## src/inc/bldec_pkg.sv

```systemverilog
// Constants, encodings and state type for the byte load group decoder.
// Assumes the opcode map of an 8-bit CPU with two index prefixes.
package bldec_pkg;
    // ==========================================
    // Widths and reset values.
    localparam int BYTE_W = 8;
    localparam int ADDR_W = 16;
    localparam int NREG = 8;
    localparam logic [15:0] PC_RESET = 16'h0000;
    // ==========================================
    // Opcode fields.
    localparam int GRP_MSB = 7;
    localparam int GRP_LSB = 6;
    localparam int DST_MSB = 5;
    localparam int DST_LSB = 3;
    localparam int SRC_MSB = 2;
    localparam int SRC_LSB = 0;
    localparam logic [1:0] GRP_IMM = 2'h0;
    localparam logic [1:0] GRP_MOVE = 2'h1;
    // ==========================================
    // Register codes inside the opcode.
    localparam logic [2:0] REG_B = 3'h0;
    localparam logic [2:0] REG_C = 3'h1;
    localparam logic [2:0] REG_D = 3'h2;
    localparam logic [2:0] REG_E = 3'h3;
    localparam logic [2:0] REG_H = 3'h4;
    localparam logic [2:0] REG_L = 3'h5;
    localparam logic [2:0] MEM_CODE = 3'h6;
    localparam logic [2:0] REG_A = 3'h7;
    // ==========================================
    // Prefixes and fixed opcodes.
    localparam logic [7:0] NO_PFX = 8'h00;
    localparam logic [7:0] PFX_FIRST = 8'hDD;
    localparam logic [7:0] PFX_SECOND = 8'hFD;
    localparam logic [7:0] OP_LOAD_A_MEM = 8'h7E;
    localparam logic [7:0] OP_ST_A_MEM = 8'h77;
    localparam logic [7:0] OP_COPY_B_TO_C = 8'h48;
    localparam logic [7:0] OP_ST_D_MAIN = 8'h72;
    localparam logic [7:0] OP_ST_IMM = 8'h36;
    localparam logic [7:0] OP_LOAD_EXT = 8'h3A;
    localparam logic [7:0] OP_ST_EXT = 8'h32;
    localparam logic [7:0] OP_LOAD_A_IMM = 8'h3E;
    localparam logic [7:0] OP_LOAD_BC = 8'h0A;
    localparam logic [7:0] OP_LOAD_DE = 8'h1A;
    localparam logic [7:0] OP_ST_BC = 8'h02;
    localparam logic [7:0] OP_ST_DE = 8'h12;
    // ==========================================
    // Sequencer states.
    typedef enum logic [2:0] {
        ST_FETCH, ST_OPCODE, ST_OPFETCH, ST_OPBYTE, ST_EXEC, ST_LOAD, ST_DONE
    } bldec_state_type;
endpackage : bldec_pkg

```

## src/design/bldec_core.sv

```systemverilog
// Byte load group decoder and operand sequencer with its memory port.
// Assumes memory returns read data combinationally in the cycle mem_rd is high.
// What this block does
// - Every byte copy_instruction between a register and an indexed location takes three bytes, the third being a signed displacement.
// - The displacement is the byte right after the opcode, and any immediate byte follows it.
// - An immediate store to an indexed location is prefix, opcode, displacement, immediate value.
// - The two accumulator loads and stores at a direct address are opcode plus two address bytes.
// - A direct address takes its low half from the first byte after the opcode and its high half from the next.
// - A load of an immediate into a byte register is two bytes, the data byte written to that register.
// - The accumulator loads from index locations by prefixed 7E, from a direct address by 3A and from immediate by 3E.
// - After the first prefix, 77, 70 and 71 store A, B and C at first_index_pointer plus displacement.
// - Opcodes may be a prefix plus a second byte or a single byte, so length is never fixed.
// - Opcode 48 copies register B into C straight after the opcode_fetch_cycle.
// - Opcode 72 stores register D at the byte addressed by main_pointer_pair.
module bldec_core
(
    input wire logic sys_clk,
    input wire logic nrst,
    input wire logic [bldec_pkg::BYTE_W-1:0] mem_rdata,
    input wire logic [bldec_pkg::ADDR_W-1:0] first_index_pointer,
    input wire logic [bldec_pkg::ADDR_W-1:0] second_index_pointer,
    input wire logic [2:0] dbg_sel,
    output logic [bldec_pkg::ADDR_W-1:0] mem_addr,
    output logic mem_rd,
    output logic mem_wr,
    output logic [bldec_pkg::BYTE_W-1:0] mem_wdata,
    output logic [bldec_pkg::ADDR_W-1:0] pc,
    output logic instr_done,
    output logic instr_illegal,
    output logic [bldec_pkg::BYTE_W-1:0] dbg_data
);
    import bldec_pkg::*;

    // ==========================================
    // Reset release.
    logic rst_meta;
    logic rst_n;
    always_ff @(posedge sys_clk or negedge nrst)
    begin
        if (!nrst)
        begin
            rst_meta <= 1'b0;
            rst_n <= 1'b0;
        end
        else
        begin
            rst_meta <= 1'b1;
            rst_n <= rst_meta;
        end
    end

    // ==========================================
    // State and register file.
    bldec_state_type state;
    logic [BYTE_W-1:0] opcode;
    logic [BYTE_W-1:0] pfx;
    logic [BYTE_W-1:0] op_b0;
    logic [BYTE_W-1:0] op_b1;
    logic [1:0] opnd_left;
    logic opnd_idx;
    logic rf_we;
    logic [2:0] rf_waddr;
    logic [BYTE_W-1:0] rf_wdata;
    logic [NREG*BYTE_W-1:0] regs_flat;
    logic [BYTE_W-1:0] rv [NREG];

    bldec_regfile bldec_regfile_inst
    (
        .sys_clk(sys_clk),
        .rst_n(rst_n),
        .we(rf_we),
        .waddr(rf_waddr),
        .wdata(rf_wdata),
        .regs_flat(regs_flat)
    );

    for (genvar g = 0; g < NREG; g++)
    begin : g_rv
        assign rv[g] = regs_flat[g*BYTE_W +: BYTE_W];
    end

    // ==========================================
    // Opcode decode.
    wire in_opc = state == ST_OPCODE;
    wire [BYTE_W-1:0] cur_op = in_opc ? mem_rdata : opcode;
    wire [1:0] f_grp = cur_op[GRP_MSB:GRP_LSB];
    wire [2:0] f_dst = cur_op[DST_MSB:DST_LSB];
    wire [2:0] f_src = cur_op[SRC_MSB:SRC_LSB];
    wire pfx_on = pfx != NO_PFX;
    wire is_prefix = in_opc && !pfx_on && (mem_rdata == PFX_FIRST || mem_rdata == PFX_SECOND);
    wire d_move = f_grp == GRP_MOVE && !(f_dst == MEM_CODE && f_src == MEM_CODE);
    wire d_rr = d_move && f_dst != MEM_CODE && f_src != MEM_CODE;
    wire d_ldm = d_move && f_src == MEM_CODE;
    wire d_stm = d_move && f_dst == MEM_CODE;
    wire d_ldi = f_grp == GRP_IMM && f_src == MEM_CODE && f_dst != MEM_CODE;
    wire d_sti = cur_op == OP_ST_IMM;
    wire d_ext = cur_op == OP_LOAD_EXT || cur_op == OP_ST_EXT;
    wire d_ldbc = cur_op == OP_LOAD_BC;
    wire d_ldde = cur_op == OP_LOAD_DE;
    wire d_stbc = cur_op == OP_ST_BC;
    wire d_stde = cur_op == OP_ST_DE;
    wire d_plain = d_move || d_ldi || d_sti || d_ext || d_ldbc || d_ldde || d_stbc || d_stde;
    wire d_legal = pfx_on ? (d_ldm || d_stm || d_sti) : d_plain;
    wire dec_load = d_ldm || cur_op == OP_LOAD_EXT || d_ldbc || d_ldde;
    wire dec_store = d_stm || d_sti || cur_op == OP_ST_EXT || d_stbc || d_stde;
    // indexed forms add a displacement byte
    wire [1:0] n_opnd = {1'b0, pfx_on} + {1'b0, d_ldi || d_sti} + (d_ext ? 2'h2 : 2'h0);

    // ==========================================
    // Operand selection.
    wire [ADDR_W-1:0] idx_ptr = pfx == PFX_SECOND ? second_index_pointer : first_index_pointer;
    // displacement is the first trailing byte
    wire [ADDR_W-1:0] idx_addr = idx_ptr + ADDR_W'($signed(op_b0));
    wire [BYTE_W-1:0] imm_val = pfx_on ? op_b1 : op_b0;
    wire [ADDR_W-1:0] ext_addr = {op_b1, op_b0};
    wire [ADDR_W-1:0] eff_addr = pfx_on ? idx_addr : d_ext ? ext_addr : d_ldbc || d_stbc ? {rv[REG_B], rv[REG_C]}
        : d_ldde || d_stde ? {rv[REG_D], rv[REG_E]} : {rv[REG_H], rv[REG_L]};
    wire [BYTE_W-1:0] store_data = d_sti ? imm_val : d_stm ? rv[f_src] : rv[REG_A];

    // register write: copy right after the opcode fetch, immediate in exec, memory data in load
    assign rf_we = (in_opc && !is_prefix && d_legal && d_rr) || (state == ST_EXEC && d_ldi) || state == ST_LOAD;
    assign rf_waddr = (d_rr || d_ldm || d_ldi) ? f_dst : REG_A;
    assign rf_wdata = state == ST_LOAD ? mem_rdata : state == ST_EXEC ? imm_val : rv[f_src];

    // ==========================================
    // Sequencer.
    always_ff @(posedge sys_clk or negedge rst_n)
    begin
        if (!rst_n)
        begin
            state <= ST_FETCH;
            pc <= PC_RESET;
            mem_addr <= '0;
            mem_rd <= 1'b0;
            mem_wr <= 1'b0;
            mem_wdata <= '0;
            opcode <= '0;
            pfx <= NO_PFX;
            op_b0 <= '0;
            op_b1 <= '0;
            opnd_left <= '0;
            opnd_idx <= 1'b0;
            instr_done <= 1'b0;
            instr_illegal <= 1'b0;
            dbg_data <= '0;
        end
        else
        begin
            mem_rd <= 1'b0;
            mem_wr <= 1'b0;
            instr_done <= 1'b0;
            instr_illegal <= 1'b0;
            dbg_data <= rv[dbg_sel];
            unique case (state)
                ST_FETCH:
                begin
                    mem_rd <= 1'b1;
                    mem_addr <= pc;
                    pc <= pc + 1'b1;
                    state <= ST_OPCODE;
                end
                ST_OPCODE:
                begin
                    // a prefix fetches a second opcode byte
                    if (is_prefix)
                    begin
                        pfx <= mem_rdata;
                        state <= ST_FETCH;
                    end
                    else if (!d_legal)
                    begin
                        instr_illegal <= 1'b1;
                        pfx <= NO_PFX;
                        state <= ST_FETCH;
                    end
                    else
                    begin
                        opcode <= mem_rdata;
                        opnd_left <= n_opnd;
                        opnd_idx <= 1'b0;
                        state <= n_opnd != 2'h0 ? ST_OPFETCH : d_rr ? ST_DONE : ST_EXEC;
                    end
                end
                ST_OPFETCH:
                begin
                    mem_rd <= 1'b1;
                    mem_addr <= pc;
                    pc <= pc + 1'b1;
                    opnd_left <= opnd_left - 1'b1;
                    state <= ST_OPBYTE;
                end
                ST_OPBYTE:
                begin
                    if (!opnd_idx)
                    begin
                        op_b0 <= mem_rdata;
                    end
                    else
                    begin
                        op_b1 <= mem_rdata;
                    end
                    opnd_idx <= 1'b1;
                    state <= opnd_left == 2'h0 ? ST_EXEC : ST_OPFETCH;
                end
                ST_EXEC:
                begin
                    if (dec_load)
                    begin
                        mem_rd <= 1'b1;
                        mem_addr <= eff_addr;
                        state <= ST_LOAD;
                    end
                    else if (dec_store)
                    begin
                        mem_wr <= 1'b1;
                        mem_addr <= eff_addr;
                        mem_wdata <= store_data;
                        state <= ST_DONE;
                    end
                    else
                    begin
                        state <= ST_DONE;
                    end
                end
                ST_LOAD:
                begin
                    state <= ST_DONE;
                end
                ST_DONE:
                begin
                    instr_done <= 1'b1;
                    pfx <= NO_PFX;
                    state <= ST_FETCH;
                end
            endcase
        end
    end
endmodule : bldec_core

```

## src/design/bldec_regfile.sv

```systemverilog
// Byte register file of eight entries addressed by the opcode register code.
// Assumes one write per cycle from the sequencer.
module bldec_regfile
(
    input wire logic sys_clk,
    input wire logic rst_n,
    input wire logic we,
    input wire logic [2:0] waddr,
    input wire logic [bldec_pkg::BYTE_W-1:0] wdata,
    output logic [bldec_pkg::NREG*bldec_pkg::BYTE_W-1:0] regs_flat
);
    import bldec_pkg::*;

    logic [BYTE_W-1:0] regs [NREG];

    // ==========================================
    // Storage with reset to zero.
    always_ff @(posedge sys_clk or negedge rst_n)
    begin
        if (!rst_n)
        begin
            for (int i = 0; i < NREG; i++)
            begin
                regs[i] <= '0;
            end
        end
        else if (we)
        begin
            regs[waddr] <= wdata;
        end
    end

    // ==========================================
    // Flat view for the sequencer.
    for (genvar g = 0; g < NREG; g++)
    begin : g_flat
        assign regs_flat[g*BYTE_W +: BYTE_W] = regs[g];
    end
endmodule : bldec_regfile

```

## config.mk

```make
export PLATFORM = sky130hd
export DESIGN_NAME = bldec_core
export DESIGN_NICKNAME = d
export VERILOG_FILES = /design/src/inc/bldec_pkg.sv /design/src/design/bldec_core.sv /design/src/design/bldec_regfile.sv
export SDC_FILE = /design/constraint.sdc
export NUM_CORES = 1
export LEC_CHECK = 0
export BUFFER_PORTS_ARGS = -buffer_cell sky130_fd_sc_hd__buf_2
export CELL_PAD_IN_SITES_DETAIL_PLACEMENT = 0
export CELL_PAD_IN_SITES_GLOBAL_PLACEMENT = 1
export CORE_MARGIN = 2
export CORE_UTILIZATION = 48
export CTS_CLUSTER_DIAMETER = 30
export DETAILED_ROUTE_END_ITERATION = 10
export HOLD_SLACK_MARGIN = 0.1
export PLACE_DENSITY = 0.78
export SETUP_SLACK_MARGIN = 0.5
export SLEW_MARGIN = 15
export SYNTH_ARGS = -nofsm -noshare
export SYNTH_HDL_FRONTEND = slang
export SYNTH_SLANG_ARGS = --single-unit
```

## constraint.sdc

```tcl
create_clock -name sys_clk -period 6.3 [get_ports sys_clk]
set_clock_uncertainty 0.2 [all_clocks]
set_input_delay 0.63 -clock sys_clk [delete_from_list [all_inputs] [get_ports sys_clk]]
set_output_delay 0.63 -clock sys_clk [all_outputs]
set_load 0.05 [all_outputs]
```

Word-level counts from Yosys, hierarchy flattened
Index checks and enable logic that the tools add are counted.
{"block": "word_totals", "ff_bits": 156, "input_bits": 45}
{"block": "classes", "addsub": 5, "order_cmp": 4, "eq_ne": 25, "muxes": 51, "bitwise": 6, "reduce_logical": 61}
{"operator": "$mux 16", "count": 7}
{"operator": "$mux 8", "count": 13}
{"operator": "$bwmux 64", "count": 1}
{"operator": "$bmux 8 s3", "count": 2}
{"operator": "$pmux 16 s2", "count": 1}
{"operator": "$logic_or 1x1->1", "count": 25}
{"operator": "$demux 8 s3", "count": 1}
{"operator": "$eq 8x6->1 const B", "count": 3}
{"operator": "$eq 8x8->1 const B", "count": 3}
{"operator": "$pmux 3 s7", "count": 1}
{"operator": "$add 16x1->16 const B", "count": 1}
{"operator": "$add 16x16->16", "count": 1}
{"operator": "$eq 8x5->1 const B", "count": 2}
{"operator": "$pmux 8 s2", "count": 1}
{"operator": "$eq 3x3->1 const B", "count": 5}
{"operator": "$logic_and 1x1->1", "count": 15}
{"operator": "$mux 3", "count": 5}
{"operator": "$ge 4x4->1 const B", "count": 3}
{"operator": "$ne 3x3->1 const B", "count": 4}
{"operator": "$not 3->4", "count": 3}
{"operator": "$reduce_and 3->1", "count": 4}
{"operator": "$mux 1", "count": 11}
{"operator": "$mux 2", "count": 5}
{"operator": "$reduce_bool 2->1", "count": 5}
{"operator": "other kinds (20)", "count": 30}

Longest topological paths before layout
Gate-level depths: netlist of the first run.
{"block": "depth", "ltp_word": 18, "ltp_mapped": 13, "ltp_nobuf": 12}

By module
From an unflattened synthesis of the first run, not the netlist that was laid out.
{"block": "hier_totals", "cells_unflattened": 895, "hier_area_um2": 9708.1}
{"module": "bldec_core", "instances": 1, "cells_per_inst": 752, "area_per_inst_um2": 7255.7, "seq_area_each_um2": 2302.2}
{"module": "bldec_regfile", "instances": 1, "cells_per_inst": 143, "area_per_inst_um2": 2452.4, "seq_area_each_um2": 1601.5}

Least setup slack after synthesis of the first run
OpenSTA, ideal clock, no wires.
{"block": "synth_timing", "path_type": "register -> register", "startpoint": "register pfx[1]", "endpoint": "register mem_addr[11] (netlist bit)", "t_arrival_ns": 3.281, "required_time_ns": 5.973, "path_slack_ns": 2.691, "path_stages_with_launch": 12, "path_buffers": 1, "synth_period_minus_slack_ns": 3.609, "path_cell_list": "dfrtp_1 nand4b_1 nor2_1 clkbuf_1 mux2_2 ha_1 a21o_1 o311ai_0 a311oi_1 or2_2 a31oi_1 o21ai_0"}
{"block": "synth_via", "elab_chain_cells": 7, "elab_cells_between_ends": 8}
{"element": "start: declaration", "line_no": "bldec_core.sv:56", "source": "logic [BYTE_W-1:0] pfx;"}
{"element": "start signal: assignment", "line_no": "bldec_core.sv:167", "source": "pfx <= mem_rdata;"}
{"element": "$eq 8x8->1", "line_no": "bldec_core.sv:111", "source": "wire [ADDR_W-1:0] idx_ptr = pfx == PFX_SECOND ? second_index_pointer : first_index_pointer;"}
{"element": "$mux 16", "line_no": "bldec_core.sv:111"}
{"element": "$add 16x16->16", "line_no": "bldec_core.sv:113", "source": "wire [ADDR_W-1:0] idx_addr = idx_ptr + ADDR_W'($signed(op_b0));"}
{"element": "$mux 16 *", "line_no": "bldec_core.sv:116", "source": "wire [ADDR_W-1:0] eff_addr = pfx_on ? idx_addr : d_ext ? ext_addr : d_ldbc || d_stbc ? {rv[REG_B], rv[REG_C]}"}
{"element": "$mux 16", "line_no": "bldec_core.sv:213", "source": "else if (dec_store)"}
{"element": "$mux 16 *", "line_no": "bldec_core.sv:207", "source": "if (dec_load)"}
{"element": "$pmux 16 s2 *", "line_no": "bldec_core.sv:154", "source": "unique case (state)"}
{"element": "end signal: assignment", "line_no": "bldec_core.sv:158", "source": "mem_addr <= pc;"}
{"element": "end signal: assignment", "line_no": "bldec_core.sv:210", "source": "mem_addr <= eff_addr;"}
{"element": "end signal: assignment", "line_no": "bldec_core.sv:216", "source": "mem_addr <= eff_addr;"}
{"element": "end: declaration", "line_no": "bldec_core.sv:23", "source": "output logic [bldec_pkg::ADDR_W-1:0] mem_addr,"}
Mark *: on every way between the ends. The rest lies on a longest branch, timed or not. The select of a mux whose other input is x is not followed.
A chain may end at the register's enable or synchronous reset.

Final worst setup path of the first run
{"block": "layout_timing", "startpoint": "register pfx[1]", "endpoint": "register mem_addr[12] (netlist bit)"}
The elaborated chain is that of the path after synthesis.

==> results of run 1 <==
==> layer usage <==
metal / track usage, % / vias to the layer above
met5: 0 / -
li1: - / 3445
met3: 6.49 / 47
met4: 7.97 / 0
met2: 45.1 / 310
met1: 36.7 / 3685
==> through the flow <==
step	total power, uW	utilization [%]	std cells	setup WS (ns)	area, um^2
finish	5710	55.2	1234	1.79	10700
global route	6030	55.2	1234	1.56	10700
CTS	5690	55.2	1234	1.79	10700
detailed placement	4610	52.1	1201	1.81	10100
global placement	4580	52.1	1201	1.80	10100
floorplan	3800	-	885	1.43	9460
==> cell families (layout without fill, tap and decap cells) <==
logic type	count (synthesis)	after routing	synth area share, %
and+or+nand+nor	229	229	12.1
AOI/OAI and AO/OA	202	202	15.1
muxes	183	183	23.3
DFF	156	156	41.3
buffers and inverters	69	153	3.18
xor gates and xnor gates	26	26	2.41
adders and majority gates	19	19	2.59
other	1	1	0.0397
==> sequential cells by signal, summed over array words and instances, names as in the netlist <==
register	flops
pc	16
mem_wdata	8
rst_meta	1
pfx	8
instr_done	1
mem_addr	16
opnd_left	2
dbg_data	8
opcode	8
op_b0	8
instr_illegal	1
op_b1	8
state	3
bldec_regfile_inst.regs_flat	64
rst_n	1
mem_wr	1
opnd_idx	1
mem_rd	1
==> report_power, final <==
group | switching (uW) | internal, uW | total, uW
clock | 427 | 646 | 1070
sequential | 367 | 1330 | 1700
combinational | 1860 | 1070 | 2930
==> cells in the mapped netlist (all sizes together) (7+ instances only) <==
library cell / n
dfrtp: 156
mux2: 127
nand2: 91
o21ai: 45
nor2: 41
a21oi: 40
mux2i: 40
clkbuf: 38
nand3: 22
o22ai: 22
nor3: 19
ha: 18
buf: 16
mux4: 16
xnor2: 16
inv: 14
a21o: 12
xor2: 10
a211oi: 9
a221oi: 9
nor2b: 9
a31oi: 8
a221o: 7
nand3b: 7
o21bai: 7
==> final timing paths <==
path	from	endpoint	slack (ns)	depth (start not counted)
setup / recovery	pfx[1]	mem_addr[12]	1.79	12
hold / removal	rst_meta	rst_n	0.15	0
setup reg to reg	pfx[1]	mem_addr[12]	1.79	12
hold reg to reg	rst_meta	rst_n	0.15	0
max in group asynchronous	rst_n	pc[5]	4.27	1
min in group asynchronous	rst_n	mem_wdata[3]	0.17	0
==> cell type report <==
cell class	instances	area (um^2)	area share, %
Clock buffer	23	468	4.37
Sequential cell	156	3910	36.5
Tap cell	265	332	3.09
Timing Repair Buffer	106	558	5.21
Inverter	15	56.3	0.525
Multi-Input combinational cell	660	5260	49.1
Clock inverter	9	138	1.28
==> results.md, run 1 <==
Setup path:
- At the worst endpoint, the required time is 6.41 ns.
- The kind of critical path is reg -> reg.
- The worst setup path is launched from a register.
- The count of buffering cells on the critical path with inverters included is 0.
- The endpoint type of the worst setup path is a register.
- The signal on the critical path passes through nand4b_1 > nor2_1 > mux2_2 > ha_1 > fa_1 > a21oi_1 > o22ai_1 > o21ai_0 > o21ai_0 > xor2_1 > a211oi_1 > o21ai_0.
- On the critical path, the stage with the largest delay is an instance of sky130_fd_sc_hd__nor2_1.
- On the critical path the largest part of the delay comes from compound AO/OA/AOI/OAI gates.
- The cell type with the highest occurrence count on the critical path is sky130_fd_sc_hd__o21ai_0.
- The delay of the slowest cell on the worst path is 0.85 ns.
- Of all nets on the critical path, the largest fanout is 15.
- At the worst endpoint, the arrival time is 4.62 ns.

Synthesis:
- The share of the Yosys chip area taken by registers is 41.3%.
- The register bit count reported by yosys is 156.
- Among all flip-flop cells after synthesis, the most frequent one is sky130_fd_sc_hd__dfrtp_1.
- By area the synthesized netlist is led by sky130_fd_sc_hd__dfrtp_1 (41%), sky130_fd_sc_hd__mux2_2 (14%), sky130_fd_sc_hd__mux2i_1 (4.0%).
- The number of warnings reported in the yosys synthesis log is 0.
- The number of synthesized flops with an enable pin is 0.
- The number of instances in the synthesized netlist is 885.
- The post-synth net total is 949.
- The share of synthesized area in the top cell type comes to 41.3%.
- The mean area per synthesized cell is 10.7 um^2.
- The synthesized netlist occupies a cell area of 0.00946 mm^2.
- The async set-or-reset flop fraction in the synthesized netlist is 100%.
- Synthesis instantiated 79 different standard cells from the library.
- The synthesized design spends more area on one cell type than any other, namely sky130_fd_sc_hd__dfrtp_1.

Placed design:
- The routability congestion estimate from global placement is 0.885.
- Port buffering added 96 buffers.
- After legalization and detailed placement, the total HPWL measured 19.6 mm.

Clock network:
- After clock tree synthesis, the clock-pin slew on the worst setup and hold paths is 0.07 ns.
- The tree is rooted in a sky130_fd_sc_hd__clkbuf_16.
- The clock net in this run drives a total of 156 sinks.
- TritonCTS built the clock tree.
- The quantity of hold-fixing buffers added after cts is 1.
- CTS built an H-tree with a depth of 4.
- Once the clock tree was built, the setup fixing pass inserted 0 buffers.
- The worst-case clock buffer depth is 2.
- Counting the buffers created by CTS gives 17.
- For the worst-skew pair, the clock arrives at the later sink with an insertion delay of 0.44 ns.
- The number of gates given a new drive strength after cts is 0.

Cells and area:
- The final net count is 1020.
- The top cell types in the final layout, fill and taps aside, are sky130_fd_sc_hd__dfrtp_1 (155), sky130_fd_sc_hd__mux2_2 (119), sky130_fd_sc_hd__buf_2 (96).
- Compared with the post-synthesis result, the final layout area differs by 13.3%.
- The filler cell count is 1786.
- The share of cells above drive strength 1 is 30.7%.
- The number of antenna repair diodes is 0.
- The commonest non-fill, non-tap cell in the layout is sky130_fd_sc_hd__dfrtp_1.

Routing:
- The first detailed-routing pass took 5 iterations.
- The via-per-instance ratio is 6.07.
- For this block, the routed nets add up to 27.9 mm of wire.
- After detailed routing, the wire length on met1 is 12.3 mm.
- In the routed design, unresolved DRC markers number 0.
- Across all layers, the routed design uses 7487 vias.
- Detailed routing placed a total of 13.1 mm of wire on met2.
- In the final routed layout, each cell accounts on average for 22.6 um.
- After detailed routing, no signal wire sits above met4.
- The detail route stage leaves a number of antenna-violating nets equal to 0.
- After the first detailed-routing iteration, the DRC count stood at 570.
- After detailed routing, the met3 layer carries 1.85 mm of wire.

Timing:
- Setup repair after global routing left no endpoint under its margin.
- The final setup violation count is 0.
- Derived from the worst setup path, the maximum achievable clock frequency is 222 MHz.
- The number of slew-limit violations in the final report came to 0.
- The worst max-slew margin expressed relative to the limit is 20.3%.
- Setup total negative slack on the finished layout was measured at 0 ns.
- The transition time at the pin with the least slew margin is 1.19 ns.
- The total count of hold-check failures in the final report is 0.
- The minimum clock period after layout is 4.51 ns.
- The portion of the clock cycle consumed by the worst path in the final layout is 71.6%.
- On the final layout, the worst hold slack is 0.152 ns.

Run status:
- The flow ran to the end, and the final reports show no timing, DRC or antenna violations.

Floorplan:
- The die is 144 um tall.
- Once the floorplan was initialized, standard cells occupied 48.7% of the core.
- The x dimension of the die is 144 um.
- The floorplan die area is 0.0208 mm^2.
- The number of rows in the core area is 51.
- The number of top-level pins is 97.
- The core region is 0.0194 mm^2.

Power and ir drop:
- The power per unit of standard cell area is 532 mW/mm^2.
- Summed over all cells, the static leakage comes to 0.00509 uW.
- The worst vdd rail ir drop is 264 uV.

Global routing:
- Entering global routing, the biggest net connects 77 pins.
- The initial antenna violation count is 0.
- The total track usage is 27.5%.
- The via count of the first global-routing pass was 7327.
- The total global routing overflow is 0.
- The first global-routing pass estimated 42.6 mm of wire.

Run:
- Across the run, the number of max-cap violations was 0.

Min path:
- The worst hold path belongs to the class reg -> reg.
Power figures use the tool's default switching activity.
==> run 2: changes to the inputs <==
clock period = 4.2 ns   (was 6.3 ns; I/O delays follow)
==> results.md, run 2 (synthesized netlist as in run 1, its figures left out) <==
Power and ir drop:
- The leakage power total is 0.00520 uW (was 0.00509 uW).
- The post-route total power was 8590 uW (was 5710 uW).
- The worst vdd rail ir drop was 405 uV (was 264 uV).
- The power per unit of standard cell area was 785 mW/mm^2 (was 532 mW/mm^2).

Floorplan:
- The number of rows in the core area is 51 (unchanged).
- The floorplan die area came to 0.0208 mm^2 (unchanged).
- The x dimension of the die is 144 um (unchanged).
- The die height was 144 um (unchanged).
- The number of top-level pins is 97 (unchanged).
- The core footprint came to 0.0194 mm^2 (unchanged).
- The effective utilization at floorplan came to 48.7% (unchanged).

Timing:
- The transition time at the pin with the least slew margin came to 0.920 ns (was 1.19 ns).
- The number of slew-limit violations in the final report was 0 (unchanged).
- The final setup violation count came to 0 (unchanged).
- The total count of hold-check failures in the final report came to 0 (unchanged).
- The portion of the clock cycle consumed by the worst path in the final layout was 85.4% (was 71.6%).
- The accumulated negative setup slack is 0 ns (unchanged).
- The fmax is 279 MHz (was 222 MHz).
- RSZ-0062 raised after global routing: true (was false).
- The worst max-slew margin expressed relative to the limit is 38.6% (was 20.3%).
- The minimum clock period after layout is 3.59 ns (was 4.51 ns).

Min path:
- The path type of the worst min-delay path is in -> reg (was reg -> reg).
- The startpoint of the tightest hold check path is mem_rdata[0] (was rst_meta).
- The endpoint of the worst hold path was opcode[0] (was rst_n).
- The instance count along the most critical hold path is 3 (was 0).

Global routing:
- The global-route met1 utilization is 38.9% (was 36.7%).
- The met3 global-route usage is 4.83% (was 6.49%).
- The total track usage is 27.9% (was 27.5%).
- The total global routing overflow came to 0 (unchanged).
- The initial antenna violation count is 0 (unchanged).
- The peak-usage layer in the global routing report was met2 (unchanged).
- The via count of the first global-routing pass is 7416 (was 7327).
- The pin count of the biggest net entering global routing was 89 (was 77).
- The met2 layer usage reported by global route came to 44.8% (was 45.1%).
- The wire length of the first global-routing pass is 43.6 mm (was 42.6 mm).

Routing:
- The via total after detailed routing is 7645 (was 7487).
- The total wirelength of the detailed-routed design was 28.1 mm (was 27.9 mm).
- The average wire length per cell after detail routing was 22.3 um (was 22.6 um).
- The number of violations reported at the end of detailed-routing iteration 0 was 630 (was 570).
- The via-per-instance ratio came to 6.07 (about the same).
- The number of detailed-route iterations in the first pass was 6 (was 5).
- The post-detailed-route DRC marker count is 0 (unchanged).
- The remaining antenna violation count after routing is 0 (unchanged).

Clock network:
- The CTS tree is yes (unchanged).
- The level count of the clock H-tree was 4 (unchanged).
- The total clock buffers created by CTS is 17 (unchanged).
- The insertion delay to the later sink of the worst-skew pair is 0.43 ns (was 0.44 ns).
- The worst-case clock buffer depth is 2 (unchanged).
- The buffer type at the clock tree root is sky130_fd_sc_hd__clkbuf_16 (unchanged).
- The clock-pin slew on the worst setup and hold paths is 0.06 ns (was 0.07 ns).
- The number of sinks on the clock net came to 156 (unchanged).

Setup path:
- The maximum fanout count along the critical path is 20 (was 15).
- The critical path data arrival time is 3.73 ns (was 4.62 ns).
- The depth of the worst register-to-register path is 8 (was 12).
- The endpoint type of the worst setup path was a register (unchanged).
- The reg-to-reg endpoint is mem_addr[7] (was mem_addr[12]).
- The kind of critical path is reg -> reg (unchanged).
- The endpoint required time on the critical path is 4.34 ns (was 6.41 ns).
- The type of element launching the critical path is a register (unchanged).
- The reg-to-reg setup timing slack came to 0.61 ns (was 1.79 ns).
- The timing startpoint of the critical path was state[1] (was pfx[1]).
- The startpoint of the lowest-slack register-to-register path is state[1] (was pfx[1]).

Cells and area:
- The core utilization of the finished layout came to 56.4% (was 55.2%).
- The final net count is 1046 (was 1020).
- The number of antenna repair diodes is 0 (unchanged).
- The final instance count without filler cells came to 1260 (was 1234).
- The share of cells above drive strength 1 is 33.4% (was 30.7%).
- The flip-flop count of the largest register, all copies and words added was 64 (unchanged).
- The area added between synthesis and finish is 15.7% (was 13.3%).
- The filler cell count is 1784 (was 1786).
- The commonest non-fill, non-tap cell in the layout is sky130_fd_sc_hd__dfrtp_1 (unchanged).
- Highest-count cells in the layout ignoring fill and taps: sky130_fd_sc_hd__dfrtp_1 (155), sky130_fd_sc_hd__mux2_2 (119), sky130_fd_sc_hd__buf_2 (96) (unchanged).

Placed design:
- The instance count after placement with tap cells included is 1216 (was 1201).
- The count of input and output buffers is 96 (unchanged).
- The detailed placement HPWL is 19.7 mm (was 19.6 mm).
- The routability congestion estimate from global placement was 0.948 (was 0.885).

Run status:
- Run status: complete, no violations (unchanged).

Run:
- The max-cap violation count is 0 (unchanged).
[run 2: cell count changes in the layout (fill, tap and decap cells not counted), sizes merged]
| cell | previous run | this run |
|---|---|---|
| buf | 105 | 130 |
| clkinvlp | 4 | 3 |
| clkbuf | 23 | 22 |
| bufinv | 3 | 1 |
| dlygate4sd3 | 1 | 2 |
| clkinv | 2 | 6 |
[run 2: through the flow]
stage	hold slack, ns	area, um^2	worst slack (ns)
final	0.126	10900	0.614
after global routing	0.130	10900	0.441
after CTS	0.108	10800	0.543
after detailed placement	0.00639	10200	0.502
after global placement	0.00543	10200	0.530
after floorplan	-0.0756	9460	0.591
[run 2: worst max-delay path: stages (launching register included)]
cell and delay (ns):
sky130_fd_sc_hd__dfrtp_1 0.38, sky130_fd_sc_hd__buf_4 0.18, sky130_fd_sc_hd__nor3b_1 0.63, sky130_fd_sc_hd__buf_4 0.31, sky130_fd_sc_hd__o32a_1 0.78, sky130_fd_sc_hd__o22ai_1 0.18
sky130_fd_sc_hd__a211oi_1 0.50, sky130_fd_sc_hd__o22ai_1 0.16, sky130_fd_sc_hd__o21ai_0 0.16
[run 2: layout make-up]
type	count	area, um^2	share of cell area (%)
Timing Repair Buffer	132	785	7.17
Clock buffer	22	454	4.15
Sequential cell	156	3910	35.7
Clock inverter	10	93.8	0.858
Tap cell	265	332	3.03
Inverter	15	56.3	0.515
Multi-Input combinational cell	660	5310	48.6
[run 2: repair_timing]
| action | CTS | global route |
|---|---|---|
| setup endpoints to repair | 4 | 59 |
| gates resized for setup | 2 | 16 |
| pin swaps | 0 | 6 |
| setup buffers | 0 | 10 |
| hold buffers | 2 | 0 |
| endpoints found under the hold margin | 2 | 0 |
[run 2: worst max path at each step]
stage	slack, ns	endpoint
after global routing	0.44	mem_addr[11]
after global placement	0.53	mem_addr[13]
after detailed placement	0.50	mem_addr[12]
final	0.61	mem_addr[7]
after CTS	0.54	mem_addr[12]
after floorplan	0.59	mem_addr[11]
[run 2: where the power goes]
group	switching, uW	internal [uW]
Combinational	2890	1710
Sequential	517	2000
Clock	643	832
[run 2: metal layers]
layer | vias to the layer above | part of all wire, %
li1 | 3504 | -
met1 | 3807 | 44
met2 | 273 | 47
met3 | 61 | 5.9
met4 | 0 | 3.0
met5 | - | 0
==> run 3: changes to the inputs <==
GPL_TIMING_DRIVEN = 0   (was unset)
==> results.md, run 3 (synthesized netlist as in run 1, its figures left out) <==
Cells and area:
- The core utilization of the finished layout came to 56.8% (was 56.4%).
- The share of cells above drive strength 1 is 30.7% (was 33.4%).
- The number of antenna repair diodes is 0 (unchanged).
- The flip-flop count of the largest register, all copies and words added is 64 (unchanged).
- The final net count is 1066 (was 1046).
- The commonest non-fill, non-tap cell in the layout was sky130_fd_sc_hd__dfrtp_1 (unchanged).
- Highest-count cells in the layout ignoring fill and taps: sky130_fd_sc_hd__dfrtp_1 (155), sky130_fd_sc_hd__mux2_2 (119), sky130_fd_sc_hd__buf_2 (92) (was sky130_fd_sc_hd__dfrtp_1 (155), sky130_fd_sc_hd__mux2_2 (119), sky130_fd_sc_hd__buf_2 (96)).
- The area added between synthesis and finish is 16.6% (was 15.7%).
- The final instance count without filler cells is 1280 (was 1260).

Routing:
- The total wirelength of the detailed-routed design came to 28.8 mm (was 28.1 mm).
- The post-detailed-route DRC marker count is 0 (unchanged).
- The number of detailed-route iterations in the first pass came to 5 (was 6).
- The via-per-instance ratio was 6.03 (was 6.07).
- The remaining antenna violation count after routing is 0 (unchanged).
- The via total after detailed routing is 7723 (was 7645).
- The number of violations reported at the end of detailed-routing iteration 0 was 685 (was 630).
- The average wire length per cell after detail routing is 22.5 um (was 22.3 um).

Floorplan:
- The number of rows in the core area is 51 (unchanged).
- The die height came to 144 um (unchanged).
- The core footprint came to 0.0194 mm^2 (unchanged).
- The number of top-level pins is 97 (unchanged).
- The x dimension of the die was 144 um (unchanged).
- The effective utilization at floorplan was 48.7% (unchanged).
- The floorplan die area came to 0.0208 mm^2 (unchanged).

Setup path:
- The type of element launching the critical path is a register (unchanged).
- The maximum fanout count along the critical path was 8 (was 20).
- The endpoint required time on the critical path is 4.32 ns (was 4.34 ns).
- The delay of the slowest cell on the worst path was 0.79 ns (was 0.78 ns).
- The cell family contributing the most delay on the critical path is simple AND/OR/NAND/NOR gates (was compound AO/OA/AOI/OAI gates).
- The critical path's slowest cell was sky130_fd_sc_hd__nor4bb_1 (was sky130_fd_sc_hd__o32a_1).
- The count of buffering cells on the critical path with inverters included is 1 (was 2).
- The endpoint type of the worst setup path was a register (unchanged).
- The critical path data arrival time is 3.71 ns (was 3.73 ns).
- The kind of critical path is reg -> reg (unchanged).
- Cell-by-cell listing of the critical path: nor4bb_1 > a32oi_1 > or2_2 > inv_1 > o21ai_0 > a2bb2oi_4 > nor3b_4 > mux2_2 (was buf_4 > nor3b_1 > buf_4 > o32a_1 > o22ai_1 > a211oi_1 > o22ai_1 > o21ai_0).

Power and ir drop:
- The power per unit of standard cell area is 792 mW/mm^2 (was 785 mW/mm^2).
- The share of power burned in the clock network is 18.7% (was 17.2%).
- The worst vdd rail ir drop is 374 uV (was 405 uV).
- The internal power is 4630 uW (was 4540 uW).
- The proportion of power drawn by flip-flops and latches is 28.8% (was 29.3%).
- The total net switching power was 4100 uW (was 4050 uW).
- The fraction of power spent switching nets was 46.9% (was 47.2%).
- The portion of total power attributed to combinational logic was 52.5% (was 53.6%).
- The leakage power total came to 0.00521 uW (was 0.00520 uW).

Placed design:
- The detailed placement HPWL is 20.9 mm (was 19.7 mm).
- The count of input and output buffers came to 89 (was 96).
- The routability congestion estimate from global placement came to 0.928 (was 0.948).
- The instance count after placement with tap cells included is 1241 (was 1216).
- The post-place setup slack is -0.100 ns (was 0.502 ns).

Global routing:
- The initial antenna violation count was 0 (unchanged).
- The pin count of the biggest net entering global routing is 59 (was 89).
- The met3 global-route usage is 4.37% (was 4.83%).
- The total global routing overflow is 0 (unchanged).
- The global-route met1 utilization came to 40.0% (was 38.9%).
- The met2 layer usage reported by global route came to 44.5% (was 44.8%).
- The total track usage is 28.6% (was 27.9%).
- The peak-usage layer in the global routing report is met2 (unchanged).
- The via count of the first global-routing pass is 7396 (was 7416).
- The wire length of the first global-routing pass is 44.1 mm (was 43.6 mm).

Clock network:
- The clock-pin slew on the worst setup and hold paths is 0.07 ns (was 0.06 ns).
- The level count of the clock H-tree was 4 (unchanged).
- The number of sinks on the clock net is 156 (unchanged).
- The buffer type at the clock tree root was sky130_fd_sc_hd__clkbuf_16 (unchanged).
- The worst-case clock buffer depth is 2 (unchanged).
- The total clock buffers created by CTS is 17 (unchanged).
- The CTS tree is yes (unchanged).
- The insertion delay to the later sink of the worst-skew pair is 0.43 ns (about the same).

Timing:
- The hold slack is 0.110 ns (was 0.126 ns).
- The total count of hold-check failures in the final report came to 0 (unchanged).
- The portion of the clock cycle consumed by the worst path in the final layout is 85.5% (was 85.4%).
- The final setup violation count is 0 (unchanged).
- The number of slew-limit violations in the final report is 0 (unchanged).
- The minimum clock period after layout is 3.59 ns (about the same).
- The worst max-slew margin expressed relative to the limit is 17.1% (was 38.6%).
- RSZ-0062 raised after global routing: true (unchanged).
- The minimum setup slack in the final design is 0.611 ns (was 0.614 ns).
- The accumulated negative setup slack is 0 ns (unchanged).
- The fmax is 279 MHz (about the same).
- The transition time at the pin with the least slew margin is 1.23 ns (was 0.920 ns).

Run status:
- Run status: complete, no violations (unchanged).

Run:
- The max-cap violation count came to 0 (unchanged).

Min path:
- The path type of the worst min-delay path was in -> reg (unchanged).
==> run 3: cell types whose count changed in the layout (fill, tap and decap cells not counted), sizes merged <==
cell	previous run	this run
bufinv	1	3
buf	130	111
clkinv	6	7
clkbuf	22	56
clkinvlp	3	1
inv	15	19
==> run 3: final timing paths <==
path | to | cells after the start | slack [ns] | start
worst min register to register | bldec_regfile_inst.regs_flat[56] | 0 | 0.14 | rst_n
worst max-delay path | bldec_regfile_inst.regs_flat[9] | 8 | 0.61 | state[1]
worst max register to register | bldec_regfile_inst.regs_flat[9] | 8 | 0.61 | state[1]
min in group asynchronous | bldec_regfile_inst.regs_flat[56] | 0 | 0.14 | rst_n
max in group asynchronous | op_b1[4] | 1 | 2.94 | rst_n
worst min-delay path | opcode[6] | 3 | 0.11 | mem_rdata[6]
==> run 3: worst min-delay path: cells and delay by family <==
kind	cells	cell delay, ns
buffers and inverters	1	0.17
and+or+nand+nor	2	0.12
==> run 3: final cells by class <==
type / instances / area [um^2]
buffer: 54 / 250
clock buffer: 17 / 425
clock inverter: 15 / 188
fill: 1727 / 8370
inverter: 15 / 56.3
multi-input combinational: 660 / 5300
sequential: 156 / 3910
tap: 265 / 332
timing repair buffer: 98 / 571
==> run 3: what timing repair did <==
action | 4_1_cts | 5_1_grt
gates resized for setup | 8 | 8
endpoints found under the hold margin | 2 | 0
hold buffers | 2 | 0
buffers inserted | 0 | 5
pin swaps | 0 | 5
setup endpoints to repair | 9 | 18
==> run 3: power groups by stage <==
stage	clock (uW)	sequential (uW)	combinational (uW)
floorplan	0	2920	2790
global placement	0	2530	4410
detailed placement	0	2520	4470
CTS	1650	2500	4500
global route	1710	2580	4920
finish	1630	2510	4590
==> run 3: per-stage QoR <==
step / power, uW / area, um^2
3_3_place_gp: 6950 / 10200
2_1_floorplan: 5710 / 9460
3_5_place_dp: 6990 / 10300
4_1_cts: 8640 / 10900
5_1_grt: 9210 / 11000
6_report: 8730 / 11000
==> run 3: layer usage <==
metal / vias up / part of all wire, %
li1: 3544 / -
met1: 3776 / 44
met2: 333 / 46
met3: 70 / 6.5
met4: 0 / 3.5
met5: - / 0
